## config.mk

```make
export PLATFORM = sky130hd
export DESIGN_NAME = ptc_timer
export DESIGN_NICKNAME = d
export VERILOG_FILES = /design/src/rtl/ptc_pkg.sv /design/src/rtl/ptc_timer.sv
export SDC_FILE = /design/constraint.sdc
export NUM_CORES = 1
export LEC_CHECK = 0
export ABC_AREA = 1
export BUFFER_PORTS_ARGS = -buffer_cell sky130_fd_sc_hd__buf_2
export CORE_MARGIN = 2
export CORE_UTILIZATION = 25
export DETAILED_ROUTE_END_ITERATION = 16
export HOLD_SLACK_MARGIN = 0.08
export PLACE_DENSITY = 0.51
export SYNTH_ARGS = -nofsm -noshare
export SYNTH_HDL_FRONTEND = slang
export SYNTH_SLANG_ARGS = --single-unit
```

## constraint.sdc

```tcl
create_clock -name clk_sys -period 3.3 [get_ports clk_sys]
set_input_delay 0.495 -clock clk_sys [delete_from_list [all_inputs] [get_ports clk_sys]]
set_output_delay 0.495 -clock clk_sys [all_outputs]
set_load 0.03 [all_outputs]
```

## src/rtl/ptc_pkg.sv

```systemverilog
package ptc_pkg;

  // ****************************************
  // Register map, byte addresses on the bus
  // ****************************************
  localparam logic [7:0] ADR_CTRL = 8'h00;
  localparam logic [7:0] ADR_MODE = 8'h04;
  localparam logic [7:0] ADR_CMPA = 8'h08;
  localparam logic [7:0] ADR_CAPB = 8'h0c;
  localparam logic [7:0] ADR_STAT = 8'h10;
  localparam logic [7:0] ADR_CNT = 8'h14;

  // ****************************************
  // Field positions
  // ****************************************
  localparam int CTRL_RUN = 0;
  localparam int CTRL_DBF = 1;
  localparam int CTRL_OVE = 2;
  localparam int STAT_OVF = 0;
  localparam int STAT_CPFA = 1;
  localparam int STAT_CPFB = 2;

  // ****************************************
  // Reset values and limits
  // ****************************************
  localparam logic [15:0] CMPA_RST = 16'hffff;
  localparam logic [15:0] CAPB_RST = 16'hffff;
  localparam logic [7:0] MODE_RST = 8'h00;
  localparam logic [15:0] CNT_MAX = 16'hffff;
  localparam int PRE_W = 10;

  // ****************************************
  // Types
  // ****************************************
  typedef enum logic [2:0] {
    OP_TIMER0 = 3'h0,
    OP_TIMER1 = 3'h1,
    OP_EVENT = 3'h2,
    OP_PPG = 3'h3,
    OP_TRIG = 3'h4,
    OP_WIN = 3'h5,
    OP_PULSE = 3'h6,
    OP_RSV = 3'h7
  } ptc_opmode_t;

  typedef enum logic [3:0] {
    ST_STOP = 4'h1,
    ST_WAIT = 4'h2,
    ST_RUN = 4'h4,
    ST_SECOND = 4'h8
  } ptc_state_t;

  // Mode register layout, bit 7 down to bit 0
  typedef struct packed {
    logic capture_mode_select;
    logic retrigger_stop_enable;
    logic edge_level_select;
    logic [1:0] source_clock_select;
    ptc_opmode_t operating_mode_code;
  } ptc_mode_t;

  // Classic Wishbone request from the master
  typedef struct packed {
    logic cyc;
    logic stb;
    logic we;
    logic [7:0] adr;
    logic [3:0] sel;
    logic [31:0] dat;
  } ptc_wb_req_t;

endpackage : ptc_pkg

```

## src/rtl/ptc_timer.sv

```systemverilog
// The Wishbone register port and the placing of the registers are this design's own decisions.
`timescale 1ns/100ps
module ptc_timer #(
  parameter int PRE_W = ptc_pkg::PRE_W
) (
  input wire logic clk_sys,
  input wire logic reset,
  input wire ptc_pkg::ptc_wb_req_t wb_req,
  output logic [31:0] wb_dat_o,
  output logic wb_ack_o,
  input wire logic timer_input_pin,
  output logic timer_irq
);

  // ****************************************
  // Declarations
  // ****************************************
  logic ack_q;
  logic [31:0] dat_q;
  logic run_q;
  logic dbf_q;
  logic ove_q;
  ptc_pkg::ptc_mode_t mode_q;
  logic [7:0] tmp_q;
  logic [15:0] cmpa_eff_q;
  logic [15:0] cmpa_buf_q;
  logic [15:0] capb_q;
  logic [15:0] cnt_q;
  logic [15:0] cnt_d;
  ptc_pkg::ptc_state_t st_q;
  ptc_pkg::ptc_state_t st_d;
  logic ovf_q;
  logic cpfa_q;
  logic cpfb_q;
  logic irq_q;
  logic irq_d;
  logic cap_a;
  logic cap_b;
  logic [PRE_W-1:0] pre_q;
  logic s1_q;
  logic s2_q;
  logic s3_q;
  logic inc;

  // Prescaler tap for the chosen source clock
  function automatic logic tick_of(input logic [1:0] sel, input logic [PRE_W-1:0] p);
    logic t;
    t = 1'b0;
    unique case (sel)
      2'h0: t = &p;
      2'h1: t = &p[5:0];
      2'h2: t = &p[1:0];
      2'h3: t = p[0];
    endcase
    return t;
  endfunction : tick_of

  // ****************************************
  // Bus decode
  // ****************************************
  wire acc = wb_req.cyc & wb_req.stb & ~ack_q;
  wire wr = acc & wb_req.we;
  wire rd = acc & ~wb_req.we;
  wire hit_ctrl = wb_req.adr == ptc_pkg::ADR_CTRL;
  wire hit_mode = wb_req.adr == ptc_pkg::ADR_MODE;
  wire hit_cmpa = wb_req.adr == ptc_pkg::ADR_CMPA;
  wire hit_capb = wb_req.adr == ptc_pkg::ADR_CAPB;
  wire hit_stat = wb_req.adr == ptc_pkg::ADR_STAT;
  wire hit_cnt = wb_req.adr == ptc_pkg::ADR_CNT;
  wire pw = mode_q.operating_mode_code == ptc_pkg::OP_PULSE;
  wire trig = mode_q.operating_mode_code == ptc_pkg::OP_TRIG;
  wire wr_ctrl = wr & hit_ctrl & wb_req.sel[0];
  wire wr_mode = wr & hit_mode & wb_req.sel[0] & ~run_q;
  wire wr_lo = wr & hit_cmpa & wb_req.sel[0] & ~pw;
  wire wr_hi = wr & hit_cmpa & wb_req.sel[1] & ~pw;
  wire rd_stat = rd & hit_stat;
  // Both lanes in one write commit the fresh low byte
  wire [7:0] lo_val = wr_lo ? wb_req.dat[7:0] : tmp_q;
  wire [15:0] wr_val = {wb_req.dat[15:8], lo_val};
  wire [15:0] cmpa_rd = dbf_q ? cmpa_buf_q : cmpa_eff_q;
  wire [31:0] rd_data =
    hit_ctrl ? {29'h0, ove_q, dbf_q, run_q} :
    hit_mode ? {24'h0, mode_q} :
    hit_cmpa ? {16'h0, cmpa_rd} :
    hit_capb ? {16'h0, capb_q} :
    hit_stat ? {29'h0, cpfb_q, cpfa_q, ovf_q} :
    hit_cnt ? {16'h0, cnt_q} : 32'h0;

  assign wb_ack_o = ack_q;
  assign wb_dat_o = dat_q;
  assign timer_irq = irq_q;

  // Every cycle gets one ack; unmapped reads return zero
  always_ff @(posedge clk_sys) begin
    if (reset) begin
      ack_q <= 1'b0;
      dat_q <= 32'h0;
    end else begin
      ack_q <= acc;
      dat_q <= rd ? rd_data : dat_q;
    end
  end

  // ****************************************
  // Control and mode registers
  // ****************************************
  // Run and buffer enable always writable; the rest lock while running
  always_ff @(posedge clk_sys) begin
    if (reset) begin
      run_q <= 1'b0;
      dbf_q <= 1'b0;
      ove_q <= 1'b0;
      mode_q <= ptc_pkg::ptc_mode_t'(ptc_pkg::MODE_RST);
    end else begin
      run_q <= wr_ctrl ? wb_req.dat[ptc_pkg::CTRL_RUN] : run_q;
      dbf_q <= wr_ctrl ? wb_req.dat[ptc_pkg::CTRL_DBF] : dbf_q;
      ove_q <= (wr_ctrl & ~run_q) ? wb_req.dat[ptc_pkg::CTRL_OVE] : ove_q;
      mode_q <= wr_mode ? ptc_pkg::ptc_mode_t'(wb_req.dat[7:0]) : mode_q;
    end
  end

  // ****************************************
  // Pin input and prescaler
  // ****************************************
  // Two-stage synchroniser, third stage only for edge detection;
  // levels shorter than one cycle may be lost
  always_ff @(posedge clk_sys) begin
    if (reset) begin
      s1_q <= 1'b0;
      s2_q <= 1'b0;
      s3_q <= 1'b0;
      pre_q <= '0;
    end else begin
      s1_q <= timer_input_pin;
      s2_q <= s1_q;
      s3_q <= s2_q;
      pre_q <= pre_q + 1'b1;
    end
  end

  wire rise = s2_q & ~s3_q;
  wire fall = ~s2_q & s3_q;
  wire sel_edge = mode_q.edge_level_select ? fall : rise;
  wire opp_edge = mode_q.edge_level_select ? rise : fall;
  wire level_ok = s2_q ^ mode_q.edge_level_select;
  wire tick = tick_of(mode_q.source_clock_select, pre_q);

  // Count source per mode
  always_comb begin
    unique case (mode_q.operating_mode_code)
      ptc_pkg::OP_EVENT: inc = sel_edge;
      ptc_pkg::OP_WIN: inc = tick & level_ok;
      default: inc = tick;
    endcase
  end

  // ****************************************
  // Counter and sequencer
  // ****************************************
  wire counting = (st_q == ptc_pkg::ST_RUN) | (st_q == ptc_pkg::ST_SECOND);
  wire [15:0] nxt = cnt_q + 16'h0001;
  // Value below count waits for the wrap before matching
  wire match = run_q & counting & inc & ~pw & (nxt == cmpa_eff_q);
  wire ovf_ev = run_q & counting & inc & pw & (cnt_q == ptc_pkg::CNT_MAX);
  wire start_pw = run_q & (st_q == ptc_pkg::ST_STOP) & pw;

  always_comb begin
    st_d = st_q;
    cnt_d = cnt_q;
    irq_d = 1'b0;
    cap_a = 1'b0;
    cap_b = 1'b0;
    if (!run_q) begin
      st_d = ptc_pkg::ST_STOP;
      cnt_d = 16'h0000;
    end else begin
      unique case (st_q)
        ptc_pkg::ST_STOP: begin
          cnt_d = 16'h0000;
          st_d = (trig | pw) ? ptc_pkg::ST_WAIT : ptc_pkg::ST_RUN;
        end
        // Opposite edges before a start edge are ignored
        ptc_pkg::ST_WAIT: begin
          if (sel_edge) begin
            st_d = ptc_pkg::ST_RUN;
            irq_d = pw;
          end
        end
        ptc_pkg::ST_RUN, ptc_pkg::ST_SECOND: begin
          cnt_d = inc ? nxt : cnt_q;
          if (match) begin
            cnt_d = 16'h0000;
            irq_d = 1'b1;
          end
          if (ovf_ev) begin
            irq_d = ove_q;
          end
          // In trigger mode without retrigger-stop no edge is acted on here
          if (trig & mode_q.retrigger_stop_enable & opp_edge) begin
            st_d = ptc_pkg::ST_WAIT;
            cnt_d = 16'h0000;
          end
          if (pw & (st_q == ptc_pkg::ST_RUN) & opp_edge) begin
            cap_b = 1'b1;
            irq_d = 1'b1;
            if (mode_q.capture_mode_select) begin
              st_d = ptc_pkg::ST_WAIT;
              cnt_d = 16'h0000;
            end else begin
              st_d = ptc_pkg::ST_SECOND;
            end
          end
          if (pw & (st_q == ptc_pkg::ST_SECOND) & sel_edge) begin
            cap_a = 1'b1;
            irq_d = 1'b1;
            cnt_d = 16'h0000;
            st_d = ptc_pkg::ST_RUN;
          end
        end
        default: st_d = ptc_pkg::ST_STOP;
      endcase
    end
  end

  always_ff @(posedge clk_sys) begin
    if (reset) begin
      st_q <= ptc_pkg::ST_STOP;
      cnt_q <= 16'h0000;
      irq_q <= 1'b0;
    end else begin
      st_q <= st_d;
      cnt_q <= cnt_d;
      irq_q <= irq_d;
    end
  end

  // ****************************************
  // Compare A, capture B
  // ****************************************
  // Captures are overwritten by the next edge, so unread values are lost
  always_ff @(posedge clk_sys) begin
    if (reset) begin
      tmp_q <= 8'hff;
      cmpa_eff_q <= ptc_pkg::CMPA_RST;
      cmpa_buf_q <= ptc_pkg::CMPA_RST;
      capb_q <= ptc_pkg::CAPB_RST;
    end else begin
      tmp_q <= wr_lo ? wb_req.dat[7:0] : tmp_q;
      if (start_pw) begin
        cmpa_eff_q <= 16'h0000;
        cmpa_buf_q <= 16'h0000;
      end else if (cap_a) begin
        cmpa_eff_q <= cnt_q;
        cmpa_buf_q <= cnt_q;
      end else if (wr_hi) begin
        cmpa_buf_q <= wr_val;
        cmpa_eff_q <= (dbf_q & run_q) ? cmpa_eff_q : wr_val;
      end else if (match & dbf_q) begin
        cmpa_eff_q <= cmpa_buf_q;
      end
      if (start_pw) begin
        capb_q <= 16'h0000;
      end else if (cap_b) begin
        capb_q <= cnt_q;
      end
    end
  end

  // ****************************************
  // Status flags
  // ****************************************
  // Set beats the read-clear; bus writes never touch them
  always_ff @(posedge clk_sys) begin
    if (reset) begin
      ovf_q <= 1'b0;
      cpfa_q <= 1'b0;
      cpfb_q <= 1'b0;
    end else begin
      ovf_q <= ovf_ev | (ovf_q & ~rd_stat);
      cpfa_q <= cap_a | (cpfa_q & ~rd_stat);
      cpfb_q <= cap_b | (cpfb_q & ~rd_stat);
    end
  end

  // ****************************************
  // Assertions
  // ****************************************
  wire no_set = ~ovf_ev & ~cap_a & ~cap_b;

  property p_stop_clear;
    @(posedge clk_sys) disable iff (reset)
    $fell(run_q) |=> (cnt_q == 16'h0000) && (st_q == ptc_pkg::ST_STOP);
  endproperty
  a_stop_clear: assert property (p_stop_clear) else $error("counter not cleared on stop");

  property p_mode_lock;
    @(posedge clk_sys) disable iff (reset)
    run_q && wr && (hit_mode || hit_ctrl) |=> $stable(mode_q) && $stable(ove_q);
  endproperty
  a_mode_lock: assert property (p_mode_lock) else $error("mode changed while running");

  property p_dbf_hold;
    @(posedge clk_sys) disable iff (reset)
    run_q && dbf_q && wr_hi |=> (cmpa_buf_q == $past(wr_val)) && $stable(cmpa_eff_q);
  endproperty
  a_dbf_hold: assert property (p_dbf_hold) else $error("buffered write reached compare");

  property p_direct;
    @(posedge clk_sys) disable iff (reset)
    (!dbf_q || !run_q) && wr_hi |=> cmpa_eff_q == $past(wr_val);
  endproperty
  a_direct: assert property (p_direct) else $error("direct compare write lost");

  property p_read_buf;
    @(posedge clk_sys) disable iff (reset)
    rd && hit_cmpa && dbf_q |=> wb_ack_o && (wb_dat_o[15:0] == $past(cmpa_buf_q));
  endproperty
  a_read_buf: assert property (p_read_buf) else $error("compare read not buffered");

  property p_match;
    @(posedge clk_sys) disable iff (reset)
    match |=> timer_irq && (cnt_q == 16'h0000);
  endproperty
  a_match: assert property (p_match) else $error("match did not clear");

  property p_pw_capb;
    @(posedge clk_sys) disable iff (reset)
    run_q && pw && (st_q == ptc_pkg::ST_RUN) && opp_edge |=> (capb_q == $past(cnt_q)) && cpfb_q && timer_irq;
  endproperty
  a_pw_capb: assert property (p_pw_capb) else $error("capture B missed");

  property p_pw_start;
    @(posedge clk_sys) disable iff (reset)
    start_pw |=> (cmpa_eff_q == 16'h0000) && (capb_q == 16'h0000) && (st_q == ptc_pkg::ST_WAIT);
  endproperty
  a_pw_start: assert property (p_pw_start) else $error("pulse start not zeroed");

  property p_stat_clr;
    @(posedge clk_sys) disable iff (reset)
    rd_stat && no_set |=> !ovf_q && !cpfa_q && !cpfb_q;
  endproperty
  a_stat_clr: assert property (p_stat_clr) else $error("status read did not clear");

  property p_stat_wr;
    @(posedge clk_sys) disable iff (reset)
    wr && hit_stat && no_set |=> $stable({ovf_q, cpfa_q, cpfb_q});
  endproperty
  a_stat_wr: assert property (p_stat_wr) else $error("status write changed flags");

  property p_ovf;
    @(posedge clk_sys) disable iff (reset)
    ovf_ev && !opp_edge && !sel_edge |=> ovf_q && (timer_irq == $past(ove_q));
  endproperty
  a_ovf: assert property (p_ovf) else $error("overflow handling wrong");

  c_match: cover property (@(posedge clk_sys) disable iff (reset) match && dbf_q);
  c_cap_a: cover property (@(posedge clk_sys) disable iff (reset) cap_a);
  c_ovf: cover property (@(posedge clk_sys) disable iff (reset) ovf_ev && ove_q);
  c_retrig: cover property (@(posedge clk_sys) disable iff (reset) counting && trig && opp_edge);

endmodule : ptc_timer

```

### Word level (Yosys, flattened, before mapping)

Index checks and enable logic that the tools add are counted.

| storage, ports and cells | value |
|---|---|
| output and inout port bits | 34 |
| register bits | 137 |
| logic and storage cells | 159 |
| bits of input ports | 50 |

| operators by class | value |
|---|---|
| add/sub/neg operators | 2 |
| eq/ne operators | 21 |
| bitwise gates (word level) | 51 |
| mux-type cells | 48 |
| reduce and logical (&&, ||, !) cells | 13 |

Operator list:

| cell | count |
|---|---|
| $mux 16 | 23 |
| $and 1x1->1 | 38 |
| $pmux 16 s2 | 1 |
| $mux 4 | 5 |
| $add 16x1->16 const B | 1 |
| $eq 16x16->1 | 1 |
| $eq 16x16->1 const B | 1 |
| $eq 8x4->1 const B | 2 |
| $eq 8x5->1 const B | 2 |
| $mux 1 | 13 |
| $pmux 4 s3 | 1 |
| $add 10x1->10 const B | 1 |
| $reduce_and 10->1 | 1 |
| $eq 3x3->1 const B | 3 |
| $eq 8x3->1 const B | 1 |
| $logic_not 8->1 | 1 |
| $mux 8 | 1 |
| $ne 4x4->1 const B | 2 |
| $not 1->1 | 7 |
| $reduce_and 2->1 | 3 |
| $reduce_and 6->1 | 1 |
| $or 1x1->1 | 5 |
| $eq 2x2->1 const B | 2 |
| $eq 4x1->1 const B | 1 |
| other kinds (15) | 18 |

### Logic depth before layout (Yosys ltp)

Gate-level depths: netlist of run 1.

| logic depth | value |
|---|---|
| depth in word-level cells | 13 |
| gate-level depth with buffers | 18 |
| mapped depth without buffers | 16 |

### Least setup slack after synthesis of run 1

Ideal clock, no wire load.

| timing | value |
|---|---|
| path kind | input -> register |
| start point | in wb_req[37] (netlist bit) |
| end point | reg cmpa_eff_q[4] |
| library setup time | 132 ps |
| arrival | 2054 ps |
| stages | 9 |
| required time | 3168 ps |
| buffers on the path | 2 |
| path slack | 1114 ps |
| cell sequence | nor2_1 nand2_1 nor3_4 nand4_2 or4_1 buf_6 buf_6 nand3_1 nand3_1 |

| between the ends | value |
|---|---|
| cells in the longest elaborated chain, start to end | 9 |
| elaborated cells on any way between the ends | 14 |
| those cells by class | eq/ne: 2; mux: 5; bitwise: 5; reduce/logical: 2 |

RTL lines:

| item | RTL line | RTL |
|---|---|---|
| start, declared | ptc_timer.sv:8 | `input wire ptc_pkg::ptc_wb_req_t wb_req,` |
| $eq 8x4->1 (*) | ptc_timer.sv:66 | `wire hit_cmpa = wb_req.adr == ptc_pkg::ADR_CMPA;` |
| $and 1x1->1 (*) | ptc_timer.sv:74, ptc_timer.sv:75 |  |
| $and 1x1->1 (2 in a row) | ptc_timer.sv:74 | `wire wr_lo = wr & hit_cmpa & wb_req.sel[0] & ~pw;` |
| $mux 8 | - |  |
| $mux 16 | ptc_timer.sv:257 | `cmpa_eff_q <= (dbf_q & run_q) ? cmpa_eff_q : wr_val;` |
| $mux 16 | ptc_timer.sv:255 | `end else if (wr_hi) begin` |
| $mux 16 | ptc_timer.sv:252 | `end else if (cap_a) begin` |
| $mux 16 | ptc_timer.sv:249 | `if (start_pw) begin` |
| end signal, assigned | ptc_timer.sv:253 | `cmpa_eff_q <= cnt_q;` |
| end signal, assigned | ptc_timer.sv:257 |  |
| end signal, assigned | ptc_timer.sv:259 | `cmpa_eff_q <= cmpa_buf_q;` |
| end, declared | ptc_timer.sv:25 | `logic [15:0] cmpa_eff_q;` |

Every way passes the cells marked *; elsewhere a longest branch is shown, timed or not. The select of a mux whose other input is x is not followed.
A chain may end at the register's enable or synchronous reset.

### Worst setup path in the final report of run 1

| timing | value |
|---|---|
| start point | reg st_q[2] |
| end point | reg capb_q[1] |

| between the ends | value |
|---|---|
| cells in the longest elaborated chain, start to end | 7 |
| elaborated cells on any way between the ends | 13 |
| those cells by class | eq/ne: 3; mux: 4; bitwise: 4; reduce/logical: 2 |

RTL lines:

| item | RTL line | RTL |
|---|---|---|
| start, declared | ptc_timer.sv:30 | `ptc_pkg::ptc_state_t st_q;` |
| start signal, assigned | ptc_timer.sv:227 | `st_q <= ptc_pkg::ST_STOP;` |
| start signal, assigned | ptc_timer.sv:231 | `st_q <= st_d;` |
| $eq 4x3->1 | ptc_timer.sv:177, ptc_timer.sv:203 |  |
| $and 1x1->1 (2 in a row) | ptc_timer.sv:203 | `if (pw & (st_q == ptc_pkg::ST_RUN) & opp_edge) begin` |
| $mux 1 | ptc_timer.sv:203 |  |
| $mux 1 | ptc_timer.sv:177 | `unique case (st_q)` |
| $mux 1 | ptc_timer.sv:173 | `if (!run_q) begin` |
| $reduce_bool 2->1 (no line) | - |  |
| end signal, assigned | ptc_timer.sv:246 | `capb_q <= ptc_pkg::CAPB_RST;` |
| end signal, assigned | ptc_timer.sv:264 | `capb_q <= cnt_q;` |
| end, declared | ptc_timer.sv:27 | `logic [15:0] capb_q;` |

Several ways; a longest one is shown, not always the timed one.

==> impl_results.md, run 1 <==
- Combinational family with the most area after synthesis: simple AND/OR/NAND/NOR gates
- Routed vias/inst: 4.725
- Avg WL per Cell: 15.31 µm
- Result of the run: finished clean
- P_sw: 0.8008 mW
- Cell types occupying the most area after synthesis: sky130_fd_sc_hd__dfxtp_1, sky130_fd_sc_hd__nand2_1, sky130_fd_sc_hd__o21ai_0
- Fraction of layout instances using a drive strength above 1: 13.11%
- Mux cell area share after synthesis: 0.1528%
- Number of inserted diodes: 0
- Area share of the largest cell type after synthesis: 36.97%
- Async set-or-reset flop fraction in the synthesized netlist: 0%
- Number of CTS-inserted buffers: 17
- Synth unique cells: 52
- Detailed placer's ending HPWL: 15.70 mm
- Register-to-register setup slack: 0.41 ns
- NumNets Final: 1069
- Cells after Synth: 966
- Post-route cell area: 7746 µm²
- Final core area utilization: 29.90%
- Initial cell density of the core: 25.29%
- Parity-gate share of the synthesized area counting xor and xnor cells: 1.146%
- Non-filler instance count after layout: 1365
- Portion of the post-synthesis area used by sequential elements: 36.97%
- CTS Buffer Depth: 2
- Cell breakdown of the critical path: nor2_1, inv_1, nor3_1, inv_1, nor3_4, clkinv_1, nand2_2, inv_2, nand2_1, o311ai_0
- Worst hold slack across all endpoints: 0.2769 ns
- Sequential share of power: 41.5%
- Die outline width: 165.9 µm
- Total design power: 3.546 mW
- Final worst clock skew: 0.007929 ns
- Clock Sink Count: 121
- Crit path capture: capb_q[1]
- Leakage Power: 3.420 nW
- Clock latency at the later pin of the worst-skew pair: 0.42 ns
- Tcrit/Tclk final: 87.67%
- Setup-violating endpoint count in the final report: 0
- Commonest cells after routing, fill and taps aside: sky130_fd_sc_hd__nand2_1, sky130_fd_sc_hd__dfxtp_1, sky130_fd_sc_hd__inv_1
- Clock tree from TritonCTS: yes
- Reg2Reg Launch Point: st_q[2]
- Std-Cell Core Area: 25910 µm²
- Min Clock Period, post-route: 2.893 ns
- Critical-path maximum fanout: 19
- Clock slew at the register clock pins of the worst setup and hold paths: 0.06 ns
- Total number of placement rows: 59
- Commonest non-fill, non-tap cell in the layout: sky130_fd_sc_hd__nand2_1
- Clock share of power: 55.2%
- Post-route DRC: 0
- Share of the synthesized area in compound gates (AO/OA/AOI/OAI): 18.24%
- Reg-to-reg endpoint: capb_q[1]
- Synthesized-area fraction occupied by adder cells: 0.3819%
- Max-capacitance violation count: 0
- Total vias in the final route: 6450
- Layout Area Growth over Synthesis: 18.22%
- Worst Reg2Reg Path Length in Cells: 10
- # IOs: 84
- Vertical die dimension: 165.9 µm
- Number of buffers added to fix hold violations after cts: 0
- CTS-repair resized insts: 0
- Global-route congestion overflow total: 0
- Vias in the first global route: 5814
- Relative max-transition margin: 43.76%
- Post-Synth Simple-Gate Area: 32.06%
- Slowest CP cell: sky130_fd_sc_hd__clkinv_1
- Avg Inst Size Synth: 6.783 µm²
- Part of the total power dissipated in combinational logic: 3.3%
- DRC marker count from the first detailed-route iteration: 644
- Power Density: 457.8 nW/µm²
- Total routing usage reported by global routing: 15.30%
- Switching share of power: 22.58%
- Crit Path Category: flip-flop to flip-flop
- Unrepaired setup endpoints after global routing: no
- Largest net degree at the start of global routing: 56
- CTS H-Tree Depth: 4
- Root buffer selected by CTS: sky130_fd_sc_hd__clkbuf_16
- Actual transition at the worst max-transition pin: 0.8437 ns
- Number of buffers added on ports: 49
- Setup slack at placement: 0.4156 ns
- Routability congestion estimate: 0.8734
- Count of state elements after synthesis: 121
- Cell count after placement: 1333
- Arrival time reported for the critical path endpoint: 3.17 ns
- First drt pass iteration count: 5
- Total wire length after detailed routing: 20.90 mm
- Number of antenna violations at the first check in global routing: 0
- Crit path required time: 3.58 ns
- Pint: 2.745 mW
- Most used cell along the critical path: sky130_fd_sc_hd__inv_1
- Total placed instance area: 7132 µm²
- Number of enable-type register cells in the synthesized netlist: 0
- Peak supply drop: 0.0003465 V
- Predominant post-synthesis flop cell: sky130_fd_sc_hd__dfxtp_1
- Post-DRT Antenna Nets: 0
- Fmax: 345.7 MHz
- Global-route wire length before repair: 33.28 mm
- Library cell occupying the most area in the post-synthesis netlist: sky130_fd_sc_hd__dfxtp_1
- Startpoint of the worst setup timing path: st_q[2]
- Setup_tns: 0 ns
- Largest stage delay on the critical path: 0.53 ns
- Crit path capture type: flip-flop
- Hold Path Class: input port to flip-flop
- Final-report hold violation count: 0
- Number of post-CTS setup repair buffers: 0
- Full die area: 27520 µm²
- Count of yosys warnings during synthesis: 0
- Kind of launch point of the worst setup path: flip-flop
- Worst path setup slack after routing: 0.4070 ns
- Max-slew violation count: 0
- Cell area after synthesis: 6553 µm²
worst min-delay path by stage:
| stage | startpoint | to | slack, ns | cells past startpoint |
|---|---|---|---|---|
| floorplan | s1_q | s2_q | 0.39 | 2 |
| global placement | s1_q | s2_q | 0.40 | 2 |
| detailed placement | s1_q | s2_q | 0.40 | 2 |
| CTS | timer_input_pin | s1_q | 0.26 | 3 |
| global route | timer_input_pin | s1_q | 0.29 | 3 |
| finish | timer_input_pin | s1_q | 0.28 | 3 |
synth_stat cells, types with 3 or more instances:
cell                        count
sky130_fd_sc_hd__nand3_1       80
sky130_fd_sc_hd__o211ai_1      13
sky130_fd_sc_hd__dfxtp_1      121
sky130_fd_sc_hd__or2_2          5
sky130_fd_sc_hd__nor2_2         3
sky130_fd_sc_hd__o221ai_1      10
sky130_fd_sc_hd__a31oi_1        8
sky130_fd_sc_hd__o22ai_1       11
sky130_fd_sc_hd__nand2_1      227
sky130_fd_sc_hd__nor2_1        87
sky130_fd_sc_hd__o21ai_0       84
sky130_fd_sc_hd__buf_2          8
sky130_fd_sc_hd__o311ai_1       3
sky130_fd_sc_hd__inv_1        104
sky130_fd_sc_hd__buf_4         18
sky130_fd_sc_hd__nand2_2        6
sky130_fd_sc_hd__nand4_1       21
sky130_fd_sc_hd__o311ai_0       4
sky130_fd_sc_hd__nor3_1        11
sky130_fd_sc_hd__clkinv_1       5
sky130_fd_sc_hd__clkbuf_1      24
sky130_fd_sc_hd__buf_6          3
sky130_fd_sc_hd__o21ai_1        3
sky130_fd_sc_hd__o2111ai_1      3
sky130_fd_sc_hd__xor2_1         4
sky130_fd_sc_hd__a21oi_1       64
cells by family (layout without fill, tap and decap cells):
group	count (synthesis)	count (layout)
adders and majority gates	2	2
xor gates and xnor gates	7	7
and+or+nand+nor	461	461
AOI/OAI and AO/OA	208	208
muxes	1	1
other	1	16
DFF	121	121
buffers and inverters	165	214
power groups by stage:
stage / Combinational, mW / Sequential [mW] / Clock, mW
3_3_place_gp: 0.119 / 1.50 / 0
5_1_grt: 0.132 / 1.47 / 2.04
2_1_floorplan: 0.0838 / 1.50 / 0
6_report: 0.118 / 1.47 / 1.96
3_5_place_dp: 0.119 / 1.50 / 0
4_1_cts: 0.119 / 1.47 / 1.98
per-layer routing:
layer  up-vias  GRT usage [%]  share of wire, %
met1      2947          21.97                50
met5         -              0                 0
met4         0          5.444               2.3
met3        29          3.146               4.9
met2       183          22.61                43
li1       3291              -                 -
state kept, by name, indices dropped and copies added, names as in the netlist, 8 cells and up:
register / cells
capb_q: 16
cmpa_buf_q: 16
cmpa_eff_q: 16
cnt_q: 16
mode_q: 8
pre_q: 10
tmp_q: 8
wb_dat_o: 16
critical path: cells and delay by family (launching register included):
kind	cells	cell delay (ns)
and+or+nand+nor	5	1.41
DFF	1	0.32
buffers and inverters	4	0.89
AOI/OAI and AO/OA	1	0.12
area by class of cell:
type	count	area [µm²]
flip-flops and latches	121	2422
clock buffers	21	470.5
fillers	2811	18160
inverters	112	421.7
clock inverters	11	143.9
repair buffers	70	402.9
multi-input cells	695	3466
well taps	335	419.2
Note: power is estimated with default switching activity, not from simulation.
==> inputs of run 2 (changes only) <==
--- a/config.mk
+++ b/config.mk
@@ -7,3 +7,2 @@
 export LEC_CHECK = 0
-export ABC_AREA = 1
 export BUFFER_PORTS_ARGS = -buffer_cell sky130_fd_sc_hd__buf_2
@@ -14,2 +13,3 @@
 export PLACE_DENSITY = 0.51
+export REMOVE_ABC_BUFFERS = 1
 export SYNTH_ARGS = -nofsm -noshare
==> constraint.sdc (replaced) <==
create_clock -name clk_sys -period 3.3 [get_ports clk_sys]
set_input_delay 0.165 -clock clk_sys [delete_from_list [all_inputs] [get_ports clk_sys]]
set_output_delay 0.165 -clock clk_sys [all_outputs]
set_load 0.03 [all_outputs]
==> run 2 against run 1 <==
Against the previous run:
- worst setup slack worse by 0.14 ns
- non-clock buffer count up 47
- register-to-register slack worse by 0.14 ns
- die area down 2.3%
- maximum frequency down 4.7%
- clock power down 4%
- clock skew up 0.0053 ns
- wire length down 5.3%
- via count down 10%
- synthesized cell count down 20%
- sequential share of layout area down 0.65 points
- critical endpoint is now cmpa_eff_q[15]
==> impl_results.md, run 2 <==
- Number of inserted diodes: 0 (unchanged)
- Std-Cell Core Area: 25180 µm² (-2.8%)
- Worst Reg2Reg Path Length in Cells: 10 (unchanged)
- Worst path setup slack after routing: 0.2650 ns (-0.1419 ns)
- Avg Inst Size Synth: 8.313 µm² (+23%)
- Power Density: 448.9 nW/µm² (-1.9%)
- Combined buffer and inverter count along the critical path: 1 (-3)
- Vias in the first global route: 5558 (-4.4%)
- Slowest CP cell: sky130_fd_sc_hd__or4_4
- Avg WL per Cell: 16.70 µm (+9.1%)
- Crit Path Category: flip-flop to flip-flop
- Fraction of layout instances using a drive strength above 1: 16.96% (+3.9 points)
- Leading cell type by number of instances after synthesis: sky130_fd_sc_hd__dfxtp_1
- Total wire length after detailed routing: 19.79 mm (-5.3%)
- CTS-repair resized insts: 0 (unchanged)
- Cell breakdown of the critical path: ha_1, nand2_1, or4_4, a221oi_4, o2111ai_2, a2111oi_4, a21boi_1, or2_1, buf_4, mux2_4
- Count of state elements after synthesis: 121 (unchanged)
- Cell depth of the worst setup path: 10 (unchanged)
- NumNets Final: 894 (-16%)
- Vertical die dimension: 164.0 µm (-1.1%)
- Area share of the largest cell type after synthesis: 37.84% (+0.87 points)
- Largest net degree at the start of global routing: 40 (-29%)
- Cells after Synth: 770 (-20%)
- Hold Path Class: input port to flip-flop
- Global-route congestion overflow total: 0 (unchanged)
- Final worst clock skew: 0.01324 ns (+0.005310 ns)
- Min Clock Period, post-route: 3.035 ns (+0.1419 ns)
- First drt pass iteration count: 5 (unchanged)
- Leakage Power: 3.149 nW (-7.9%)
- Post-route DRC: 0 (unchanged)
- Routed vias/inst: 4.873 (+3.1%)
- Cell family with the largest share of critical-path delay: compound AO/OA/AOI/OAI gates
- Root buffer selected by CTS: sky130_fd_sc_hd__clkbuf_16
- Routability congestion estimate: 0.8467 (-3.1%)
- Setup-violating endpoint count in the final report: 0 (unchanged)
- Commonest cells after routing, fill and taps aside: sky130_fd_sc_hd__dfxtp_1, sky130_fd_sc_hd__nor2_1, sky130_fd_sc_hd__nand2_1
- Portion of the post-synthesis area used by sequential elements: 37.84% (+0.87 points)
- Cell depth of the worst hold path: 3 (unchanged)
- Kind of launch point of the worst setup path: flip-flop
- Synth unique cells: 69 (+33%)
- Crit path capture type: flip-flop
- Number of CTS-inserted buffers: 17 (unchanged)
- Total routing usage reported by global routing: 15.24% (-0.062 points)
- Arrival time reported for the critical path endpoint: 3.36 ns (+0.19 ns)
- Final-report hold violation count: 0 (unchanged)
- Layout Area Growth over Synthesis: 23.59%
- Clock latency at the later pin of the worst-skew pair: 0.43 ns (about the same)
- Clock slew at the register clock pins of the worst setup and hold paths: 0.06 ns (about the same)
- Total vias in the final route: 5775 (-10%)
- DRC marker count from the first detailed-route iteration: 386 (-40%)
- Final core area utilization: 31.42% (+1.5 points)
- Commonest non-fill, non-tap cell in the layout: sky130_fd_sc_hd__dfxtp_1
- Setup slack at placement: 0.2876 ns (-0.1280 ns)
- # IOs: 84 (unchanged)
- Global-route wire length before repair: 31.17 mm (-6.3%)
- Total number of placement rows: 58 (-1.7%)
- Cell types occupying the most area after synthesis: sky130_fd_sc_hd__dfxtp_1, sky130_fd_sc_hd__mux2i_1, sky130_fd_sc_hd__nor2_1
- Actual transition at the worst max-transition pin: 0.6330 ns (-0.2107 ns)
- Predominant post-synthesis flop cell: sky130_fd_sc_hd__dfxtp_1
- Library cell occupying the most area in the post-synthesis netlist: sky130_fd_sc_hd__dfxtp_1
- Number of antenna violations at the first check in global routing: 0 (unchanged)
- Number of enable-type register cells in the synthesized netlist: 0 (unchanged)
- Clock Sink Count: 121 (unchanged)
- Max-capacitance violation count: 0 (unchanged)
- Relative max-transition margin: 57.64% (+14 points)
- CTS Buffer Depth: 2 (unchanged)
- Worst hold slack across all endpoints: 0.08888 ns (-0.1880 ns)
- Die outline width: 164.0 µm (-1.1%)
- Clock tree from TritonCTS: yes
- Tcrit/Tclk final: 91.97% (+4.3 points)
- Full die area: 26900 µm² (-2.3%)
- Cell area after synthesis: 6401 µm² (-2.3%)
- Number of buffers added on ports: 49 (unchanged)
- Largest stage delay on the critical path: 0.46 ns (-0.07 ns)
- CTS H-Tree Depth: 4 (unchanged)
- Peak supply drop: 0.0004072 V (+18%)
- Total design power: 3.552 mW (+0.16%)
- Result of the run: finished clean
- Initial cell density of the core: 25.42% (+0.13 points)
- Detailed placer's ending HPWL: 14.05 mm (-11%)
- Unrepaired setup endpoints after global routing: no
- Most used standard cells in the synthesized netlist: sky130_fd_sc_hd__dfxtp_1, sky130_fd_sc_hd__nor2_1, sky130_fd_sc_hd__nand2_1
- Async set-or-reset flop fraction in the synthesized netlist: 0% (unchanged)
- Max-slew violation count: 0 (unchanged)
- Crit path required time: 3.62 ns (+0.04 ns)
- Count of yosys warnings during synthesis: 0 (unchanged)
- Post-DRT Antenna Nets: 0 (unchanged)
- Critical-path maximum fanout: 8 (-11)
- Fmax: 329.5 MHz (-4.7%)
[run 2: area by class of cell]
| type | instances | area (µm²) |
|---|---|---|
| Clock buffer | 19 | 452.9 |
| Clock inverter | 13 | 142.6 |
| Tap cell | 330 | 412.9 |
| Inverter | 9 | 33.78 |
| Fill cell | 2658 | 17270 |
| Sequential cell | 121 | 2422 |
| Timing Repair Buffer | 117 | 813.3 |
| Multi-Input combinational cell | 576 | 3633 |
[run 2: cells by family after synthesis]
kind of cell             after synthesis  share of synthesized area (%)
AO/OA/AOI/OAI                        200                          21.52
XOR/XNOR                              32                          4.378
adder cells (fa/ha/maj)                2                         0.3909
buffers and inverters                 88                          6.450
flip-flops                           121                          37.84
multiplexers                          55                          8.698
other                                  1                        0.05858
AND/OR/NAND/NOR                      271                          20.66
[run 2: what timing repair did]
item,4_1_cts,5_1_grt
hold buffers,18,0
hold endpoints to repair,28,0
setup buffers,0,0
[run 2: final timing paths]
kind / from / to / slack, ns
worst max-delay path: pre_q[0] / cmpa_eff_q[15] / 0.27
worst min register to register: cpfb_q / cpfb_q / 0.45
worst min-delay path: wb_req[46] / wb_ack_o / 0.09
worst max register to register: pre_q[0] / cmpa_eff_q[15] / 0.27
[run 2: where the power goes]
group / switching [mW] / leakage [nW] / internal, mW
sequential: 0.00826 / 0.980 / 1.47
clock: 0.736 / 0.290 / 1.15
combinational: 0.116 / 1.88 / 0.0620
[run 2: worst reg2reg max path, cell delays in order, from the launching register on]
cell                        delay (ns)
sky130_fd_sc_hd__dfxtp_1          0.40
sky130_fd_sc_hd__ha_1             0.19
sky130_fd_sc_hd__nand2_1          0.06
sky130_fd_sc_hd__or4_4            0.46
sky130_fd_sc_hd__a221oi_4         0.36
sky130_fd_sc_hd__o2111ai_2        0.18
sky130_fd_sc_hd__a2111oi_4        0.41
sky130_fd_sc_hd__a21boi_1         0.13
sky130_fd_sc_hd__or2_1            0.26
sky130_fd_sc_hd__buf_4            0.18
sky130_fd_sc_hd__mux2_4           0.30
[run 2: through the flow]
step | instances | instance area (µm²) | TNS, ns
2_1_floorplan | 706 | 6078 | -0.1552
3_3_place_gp | 1135 | 7136 | 0
3_5_place_dp | 1135 | 7136 | 0
4_1_cts | 1185 | 7911 | 0
5_1_grt | 1185 | 7911 | 0
6_report | 1185 | 7911 | 0
[run 2: per-layer routing]
metal  global-route usage, %  vias up  wire length, µm
li1                        -     2884                -
met1                   19.56     2718             8968
met2                   25.46      147             9456
met3                   3.232       26              986
met4                   4.944        0              382
met5                       0        -                0
